<file path="src/common/tto_pkg.sv">
// Shared constants and helpers for the tick and tone timer
package tto_pkg;

  // Bus widths
  localparam int ADDR_W = 8;
  localparam int DATA_W = 8;
  typedef logic [ADDR_W-1:0] tto_addr_t;
  typedef logic [DATA_W-1:0] tto_data_t;

  // Register byte offsets
  localparam tto_addr_t ADDR_CTRL = 8'h00;
  localparam tto_addr_t ADDR_CFG = 8'h04;
  localparam tto_addr_t ADDR_IRQ_STAT = 8'h08;
  localparam tto_addr_t ADDR_IRQ_MASK = 8'h0c;
  localparam tto_addr_t ADDR_DIV_STATE = 8'h10;

  // Field positions in tick_tone_control
  localparam int CTRL_TICK_RATE_LSB = 0;
  localparam int CTRL_TICK_RATE_MSB = 2;
  localparam int CTRL_TICK_EN_BIT = 3;
  localparam int CTRL_TONE_RATE_LSB = 5;
  localparam int CTRL_TONE_RATE_MSB = 6;
  localparam int CTRL_TONE_EN_BIT = 7;
  localparam tto_data_t CTRL_WR_MASK = 8'hef;

  // Field positions in the configuration register
  localparam int CFG_SRC_BIT = 0;
  localparam int CFG_SLOW_BIT = 1;

  // Interrupt status and mask layout
  localparam int IRQ_TICK_BIT = 0;

  // Values after reset
  localparam tto_data_t CTRL_RST = 8'h00;
  localparam logic [1:0] CFG_RST = 2'h0;
  localparam logic [0:0] MASK_RST = 1'h0;
  localparam logic [0:0] STAT_RST = 1'h0;

  // Divider chain lengths
  localparam int FC_DIV_WIDTH = 23;
  localparam int FS_DIV_WIDTH = 15;

  // Highest tick code usable in slow mode
  localparam logic [2:0] TICK_SLOW_MAX_CODE = 3'h1;

  // Divider exponent: tap period is 2 to this power
  typedef logic [4:0] tto_exp_t;

  // Tick exponents on the high-frequency source
  function automatic tto_exp_t fc_tick_exp(input logic [2:0] code);
    case (code)
      3'h0: fc_tick_exp = 5'h17;
      3'h1: fc_tick_exp = 5'h15;
      3'h2: fc_tick_exp = 5'h10;
      3'h3: fc_tick_exp = 5'h0e;
      3'h4: fc_tick_exp = 5'h0d;
      3'h5: fc_tick_exp = 5'h0c;
      3'h6: fc_tick_exp = 5'h0b;
      default: fc_tick_exp = 5'h09;
    endcase
  endfunction

  // Tick exponents on the low-frequency source
  function automatic tto_exp_t fs_tick_exp(input logic [2:0] code);
    case (code)
      3'h0: fs_tick_exp = 5'h0f;
      3'h1: fs_tick_exp = 5'h0d;
      3'h2: fs_tick_exp = 5'h08;
      3'h3: fs_tick_exp = 5'h06;
      3'h4: fs_tick_exp = 5'h05;
      3'h5: fs_tick_exp = 5'h04;
      3'h6: fs_tick_exp = 5'h03;
      default: fs_tick_exp = 5'h01;
    endcase
  endfunction

  // Tone exponents; each higher code halves the period
  function automatic tto_exp_t fc_tone_exp(input logic [1:0] code);
    fc_tone_exp = 5'h0d - {3'h0, code};
  endfunction

  function automatic tto_exp_t fs_tone_exp(input logic [1:0] code);
    fs_tone_exp = 5'h05 - {3'h0, code};
  endfunction

endpackage

</file>
<file path="src/common/tto_div_if.sv">
// Divider count and step between the top and a divider stage
`timescale 1ns/1ps
interface tto_div_if #(parameter int WIDTH = 23) ();
  logic step;
  logic [WIDTH-1:0] count;

  // Divider side
  modport cnt (input step, output count);
  // User side
  modport tap (output step, input count);
endinterface

</file>
<file path="src/rtl/tto_divider.sv">
// Free-running binary divider chain advanced by a step enable
`timescale 1ns/1ps
module tto_divider #(
  parameter int WIDTH = 23
) (
  input wire logic i_sys_clk,
  input wire logic i_reset_n,
  tto_div_if.cnt div
);
  import tto_pkg::*;

  typedef struct packed {
    logic [WIDTH-1:0] count;
  } tto_div_s;

  tto_div_s div_ff;
  tto_div_s nxt_div;

  // Width check
  if (WIDTH < 2) begin : g_bad_width
    $error("tto_divider width below two");
  end

  // Advance on each step; never cleared by software
  always_comb
  begin
    nxt_div = div_ff;
    if (div.step)
    begin
      nxt_div.count = div_ff.count + WIDTH'(1); // RL5
    end
  end

  // State register
  always_ff @(posedge i_sys_clk or negedge i_reset_n)
  begin
    if (!i_reset_n)
    begin
      div_ff <= '0;
    end
    else
    begin
      div_ff <= nxt_div;
    end
  end

  assign div.count = div_ff.count;
endmodule

</file>
<file path="src/rtl/tto_top.sv">
// Tick interrupt generator and square-wave tone output with register port
`timescale 1ns/1ps
// Function
// [RL1] Periodic tick raises an interrupt request at a software-chosen rate.
// [RL2] Software changes tick rate only while the tick unit is disabled.
// [RL3] One write may set tick rate and tick enable together.
// [RL4] Tick request on each falling edge of the selected divider tap.
// [RL5] Enabling never clears the divider, so the first tick may be early.
// [RL6] Tick code 010 gives fc over 2^16 on the fast source.
// [RL7] Three-bit tick code: 000 slowest, 111 fastest of eight rates.
// [RL8] Tone enable drives a near 50 percent duty square wave on the pin.
// [RL9] Software changes tone rate only while the tone output is disabled.
// [RL10] Tone code 00 is fc over 2^13; each higher code doubles it.
// [RL11] Tick divide ratios per source; codes 010 up blocked in slow mode.
// [RL12] Control: tick rate bits 2-0, tick enable 3, tone 6-5, enable 7.
module tto_top #(
  parameter int SIM_SHIFT = 0
) (
  input wire logic i_sys_clk,
  input wire logic i_reset_n,
  input wire logic i_fs_en,
  input wire tto_pkg::tto_addr_t i_addr,
  input wire tto_pkg::tto_data_t i_wr_data,
  input wire logic i_wr,
  input wire logic i_rd,
  output tto_pkg::tto_data_t o_rd_data,
  output logic o_irq,
  output logic o_tick_interrupt_request,
  output logic o_tone_pin_n
);
  import tto_pkg::*;

  // Shortens every fast-source tap for simulation
  localparam tto_exp_t SHIFT_E = tto_exp_t'(SIM_SHIFT);

  if (SIM_SHIFT < 0 || SIM_SHIFT > 8) begin : g_bad_shift
    $error("tto_top SIM_SHIFT outside 0 to 8");
  end

  typedef struct packed {
    tto_data_t ctrl;
    logic [1:0] cfg;
    logic [0:0] stat;
    logic [0:0] mask;
    tto_data_t rd_data;
    logic irq;
    logic tick_req;
    logic tone_n;
  } tto_top_s;

  localparam tto_top_s STATE_RST = '{
    ctrl: CTRL_RST,
    cfg: CFG_RST,
    stat: STAT_RST,
    mask: MASK_RST,
    rd_data: 8'h00,
    irq: 1'b0,
    tick_req: 1'b0,
    tone_n: 1'b1
  };

  tto_top_s state_ff;
  tto_top_s nxt_state;

  logic slow_mode;
  logic src_fs;
  logic tick_en;
  logic tone_en;
  logic [2:0] tick_rate;
  logic [1:0] tone_rate;
  tto_exp_t tick_e;
  tto_exp_t tone_e;
  logic [FC_DIV_WIDTH-1:0] tap_cnt;
  logic tap_step;
  logic tick_allowed;
  logic tick_ev;
  logic tone_lvl;

  // Two divider chains: fast clock every cycle outside slow mode, slow clock on its enable
  tto_div_if #(.WIDTH(FC_DIV_WIDTH)) fc_if ();
  tto_div_if #(.WIDTH(FS_DIV_WIDTH)) fs_if ();

  assign fc_if.step = !slow_mode;
  assign fs_if.step = i_fs_en;

  tto_divider #(.WIDTH(FC_DIV_WIDTH)) u_fc_div (
    .i_sys_clk(i_sys_clk),
    .i_reset_n(i_reset_n),
    .div(fc_if.cnt)
  );

  tto_divider #(.WIDTH(FS_DIV_WIDTH)) u_fs_div (
    .i_sys_clk(i_sys_clk),
    .i_reset_n(i_reset_n),
    .div(fs_if.cnt)
  );

  // True when the low e bits are all ones, the step before a tap falls
  function automatic logic ones_below(input logic [FC_DIV_WIDTH-1:0] c, input tto_exp_t e);
    logic r;
    r = 1'b1;
    for (int i = 0; i < FC_DIV_WIDTH; i++)
    begin
      if (i < int'(e) && !c[i])
      begin
        r = 1'b0;
      end
    end
    return r;
  endfunction

  // Field decode of the control and configuration registers
  always_comb
  begin
    tick_rate = state_ff.ctrl[CTRL_TICK_RATE_MSB:CTRL_TICK_RATE_LSB]; // RL12
    tick_en = state_ff.ctrl[CTRL_TICK_EN_BIT]; // RL12
    tone_rate = state_ff.ctrl[CTRL_TONE_RATE_MSB:CTRL_TONE_RATE_LSB]; // RL12
    tone_en = state_ff.ctrl[CTRL_TONE_EN_BIT]; // RL12
    slow_mode = state_ff.cfg[CFG_SLOW_BIT];
    src_fs = state_ff.cfg[CFG_SRC_BIT] | slow_mode;
  end

  // Tap selection and falling-edge detection
  always_comb
  begin
    if (src_fs)
    begin
      tick_e = fs_tick_exp(tick_rate); // RL11
      tone_e = fs_tone_exp(tone_rate);
      tap_cnt = FC_DIV_WIDTH'(fs_if.count);
      tap_step = fs_if.step;
    end
    else
    begin
      tick_e = fc_tick_exp(tick_rate) - SHIFT_E; // RL6 RL7 RL11
      tone_e = fc_tone_exp(tone_rate) - SHIFT_E; // RL10
      tap_cnt = fc_if.count;
      tap_step = fc_if.step;
    end
    tick_allowed = !(slow_mode && tick_rate > TICK_SLOW_MAX_CODE); // RL11
    tick_ev = tap_step && ones_below(tap_cnt, tick_e) && tick_allowed; // RL4 RL5
    tone_lvl = tap_cnt[tone_e - 5'h01]; // RL8
  end

  // Register writes, sticky status, read port and outputs
  always_comb
  begin
    nxt_state = state_ff;
    nxt_state.rd_data = 8'h00;
    if (i_wr)
    begin
      case (i_addr)
        ADDR_CTRL: nxt_state.ctrl = i_wr_data & CTRL_WR_MASK; // RL3 RL12
        ADDR_CFG: nxt_state.cfg = i_wr_data[CFG_SLOW_BIT:CFG_SRC_BIT];
        ADDR_IRQ_MASK: nxt_state.mask = i_wr_data[IRQ_TICK_BIT];
        default: nxt_state.cfg = state_ff.cfg;
      endcase
    end
    if (i_rd)
    begin
      case (i_addr)
        ADDR_CTRL: nxt_state.rd_data = state_ff.ctrl;
        ADDR_CFG: nxt_state.rd_data = {6'h00, state_ff.cfg};
        ADDR_IRQ_STAT: nxt_state.rd_data = {7'h00, state_ff.stat};
        ADDR_IRQ_MASK: nxt_state.rd_data = {7'h00, state_ff.mask};
        ADDR_DIV_STATE: nxt_state.rd_data = fc_if.count[FC_DIV_WIDTH-1 -: DATA_W];
        default: nxt_state.rd_data = 8'h00;
      endcase
      if (i_addr == ADDR_IRQ_STAT)
      begin
        nxt_state.stat = 1'b0;
      end
    end
    // Set after clear so a coinciding tick is kept
    nxt_state.tick_req = tick_ev && tick_en; // RL1 RL4
    if (tick_ev && tick_en)
    begin
      nxt_state.stat[IRQ_TICK_BIT] = 1'b1; // RL1
    end
    nxt_state.irq = |(nxt_state.stat & nxt_state.mask);
    // Pin idles high while the tone is off
    nxt_state.tone_n = tone_en ? tone_lvl : 1'b1; // RL8
  end

  // State register
  always_ff @(posedge i_sys_clk or negedge i_reset_n)
  begin
    if (!i_reset_n)
    begin
      state_ff <= STATE_RST;
    end
    else
    begin
      state_ff <= nxt_state;
    end
  end

  assign o_rd_data = state_ff.rd_data;
  assign o_irq = state_ff.irq;
  assign o_tick_interrupt_request = state_ff.tick_req;
  assign o_tone_pin_n = state_ff.tone_n;

  // Fast-source taps of this instance, shortened like the divider taps
  localparam int TAP_010_E = 16 - SIM_SHIFT;
  localparam int TAP_111_E = 9 - SIM_SHIFT;
  localparam int TONE_00_BIT = 12 - SIM_SHIFT;
  localparam logic [FC_DIV_WIDTH-1:0] ONES_010 = FC_DIV_WIDTH'((64'h1 << TAP_010_E) - 64'h1);
  localparam logic [FC_DIV_WIDTH-1:0] ONES_111 = FC_DIV_WIDTH'((64'h1 << TAP_111_E) - 64'h1);
endmodule

</file>
<file path="config.mk">
export PLATFORM = sky130hd
export DESIGN_NAME = tto_top
export DESIGN_NICKNAME = d
export VERILOG_FILES = /design/src/common/tto_pkg.sv /design/src/common/tto_div_if.sv /design/src/rtl/tto_divider.sv /design/src/rtl/tto_top.sv
export SDC_FILE = /design/constraint.sdc
export NUM_CORES = 1
export LEC_CHECK = 0
export ABC_CLOCK_PERIOD_IN_PS = 4300
export BUFFER_PORTS_ARGS = -buffer_cell sky130_fd_sc_hd__buf_2
export CAP_MARGIN = 20
export CORE_ASPECT_RATIO = 0.6
export CORE_MARGIN = 4
export CORE_UTILIZATION = 50
export CTS_BUF_LIST = sky130_fd_sc_hd__clkbuf_8
export CTS_CLUSTER_DIAMETER = 30
export CTS_CLUSTER_SIZE = 12
export DETAILED_ROUTE_END_ITERATION = 12
export PLACE_DENSITY_LB_ADDON = 0.25
export SLEW_MARGIN = 20
export SYNTH_ARGS = -nofsm -noshare
export SYNTH_HDL_FRONTEND = slang
export SYNTH_HIERARCHICAL = 1
export SYNTH_SLANG_ARGS = --single-unit
</file>
<file path="constraint.sdc">
create_clock -name i_sys_clk -period 4.3 [get_ports i_sys_clk]
set_input_delay 0.86 -clock i_sys_clk [delete_from_list [all_inputs] [get_ports i_sys_clk]]
set_output_delay 0.86 -clock i_sys_clk [all_outputs]
set_load 0.05 [all_outputs]
</file>
==> results.cfg <==
[run_status]
status = completed

[critical_path]
cp.arrival_ps = 2630
r2r-start = slow_mode
cp-startpoint = i_addr[7]
crit_type = primary input to flip-flop
cp-start-kind = primary input
crit_path_end_kind = flip-flop
reg2regPathDepth = 5
required_ps = 4540
worst-path-max-fanout = 7

[clock_tree]
cts_resized = 0
cts_tree = yes
cts.sinks = 60
numCtsBuffers = 9
clk_pin_slew_ps = 70
clk_latency_ps = 350
cts_root_buf = clkbuf_8
cts_buffer_depth = 2
htree_num_levels = 3
ctsHoldBuffers = 0
post_cts.repair.setup_buffers = 0

[timing]
fin_tns_setup_ps = 0
max_freq_mhz = 418
grt_setup_unrepaired = no
skew_ps = 6.96
max-slew-margin-rel = 0.435
slew_violations = 0
worst_slack_ps = 1910
worst_pin_slew_ps = 847
period_minus_slack_ps = 2390
hold_viol_final = 0
setup_viol = 0
fin_crit_sh = 0.556

[global_routing]
grt_overflow = 0
grt_pass1_wl_um = 12400
antenna_found_initial = 0
grt_max_degree = 40
grt_pass1_vias = 2401
grt.total_usage = 0.201

[placed_design]
dpl.hpwl_um = 5690
io_buffer_count = 30
gp_congestion = 0.966
place_ws_ps = 1590
place_inst = 405

[power]
comb_power_share = 0.164
p_sw_uw = 435
power_density_nw_per_um2 = 381
p_clk_frac = 0.333
p_leak_nw = 1.73
max-vdd-ir-drop_mv = 0.236
swShare = 0.303
internal-power_mw = 1.00
seqPwrFrac = 0.503
finalPower_mw = 1.43

[hold_path]
hold_start = u_fs_div/div.count[14]
hold_depth = 1
hold_path.class = flip-flop to flip-flop

[synthesis]
synth_enable_flop_cells = 0
ys_warn_count = 6
synthXorXnorAreaFrac = 0.0911
syn_inst = 307
synthesis.nets = 331
seq_area_frac_synth = 0.434
netlist_area_um2 = 3460
ys_async_sr_fraction = 1.00
yosysTopAreaCell = dfrtp_1
synthMuxAreaShare = 0.143
synth_top_family_by_area = simple AND/OR/NAND/NOR gates
synthAdderAreaFrac = 0.0108
synthTopCellsByArea = dfrtp_1, mux2_2, xnor2_1, mux4_1, xor2_1
synth-simple-area-share = 0.191
synth-compound-area-share = 0.0817
synth_seq_cells = 60
synth_top_area_frac = 0.427
yosys_most_used_dff = dfrtp_1
ys_types = 62
postSynthAreaPerCell_um2 = 11.3

[detailed_routing]
dr_wl_met3_um = 827
drt-initial-drc-count = 219
dr.pass1.iters = 5
detail_route.vias_per_cell = 5.99
met1_length_um = 3850
routed-via-count = 2522
detail-route-antenna-nets = 0
drcViolationCount = 0
wire_per_inst_um = 18.4
wirelength_um = 7760
wl_met2_um = 2960
top_layer = met4

[die]
dieArea_um2 = 8360
io_pins = 32
num_rows = 23
die_y_um = 72.4
core_um2 = 6710
die_x_um = 115
start_util = 0.516

[cells_and_area]
nets = 353
final_cells = 421
n_fill_cell = 582
postLayoutCoreUtil = 0.562
syn2layout_area_growth_pct = 8.93
drive_gt1_frac = 0.251
diodes = 0

[job]
cap_violations = 0
worst max-delay path, cell delays in order:
cell and delay (ps):
buf_2 90, or4_4 560, nor3_2 250, nand4bb_1 440, mux2_2 420
placed cells by master (no fill, tap or decap), types with 9 or more instances in the layout:
cell type / instances
buf_2: 30
clkbuf_8: 9
dfrtp_1: 59
mux2_2: 17
mux2i_1: 10
nand2_1: 29
nand3_1: 12
nand4_1: 9
nor2_1: 17
o21ai_0: 11
xnor2_1: 20
xor2_1: 16
stage by stage:
stage	area [µm²]	hold WS [ps]
2_1_floorplan	3460	424
3_3_place_gp	3590	499
3_5_place_dp	3590	503
4_1_cts	3770	513
5_1_grt	3770	522
6_report	3770	516
Yosys cell counts, types with 3 or more instances:
cell and count:
mux2_2 17, mux4_1 6, mux2i_1 10, dfrtp_1 59
and3_1 4, nor3_1 8, nand3_1 12, buf_4 9
a31oi_1 3, nand4_1 9, inv_1 7, nor2_1 17
nand2b_1 3, nand2_1 29, xnor2_1 20, o41ai_1 3
o211ai_1 4, ha_1 3, xor2_1 16, and4_1 3
o21ai_0 11, clkbuf_1 7
sequential cells by signal, summed over array words and instances (netlist names):
signal,count
u_fc_div/div.count,23
u_fs_div/div.count,15
state_ff,10
o_rd_data,8
o_irq,1
o_tick_interrupt_request,1
o_tone_pin_n,1
slow_mode,1
layer usage:
layer | global-route usage | up-vias
met5 | 0 | -
met4 | 0.0625 | 0
met3 | 0.0842 | 17
met2 | 0.245 | 117
met1 | 0.314 | 1217
li1 | - | 1171
power by group through the flow:
stage                     clock network [mW]  registers [mW]  logic (mW)
after global placement                     0           0.724       0.228
after detailed placement                   0           0.729       0.234
final                                  0.478           0.721       0.235
after CTS                              0.492           0.719       0.235
after global routing                   0.518           0.731       0.261
after floorplan                            0           0.692       0.193
layout make-up:
class                      instances  area, µm²  area share
multi-input combinational        220       1790       0.475
inverter                           7       26.3     0.00697
clock inverter                     7       58.8      0.0156
tap                               87        109      0.0289
timing repair buffer              31        158      0.0418
sequential                        60       1500       0.399
clock buffer                       9        124      0.0329
final timing paths:
check	endpoint	slack (ps)
worst max register to register	o_irq	1980
max in group asynchronous	slow_mode	2870
worst min-delay path	u_fs_div/div.count[14]	520
worst min register to register	u_fs_div/div.count[14]	520
worst max-delay path	state_ff[20]	1910
min in group asynchronous	u_fc_div/div.count[1]	610
logic make-up after synthesis:
logic type | after synthesis
buffers and inverters | 27
adder cells (fa/ha/maj) | 3
AO/OA/AOI/OAI | 38
XOR/XNOR | 36
flip-flops | 60
AND/OR/NAND/NOR | 108
multiplexers | 35
(Power assumes the default switching activity.)
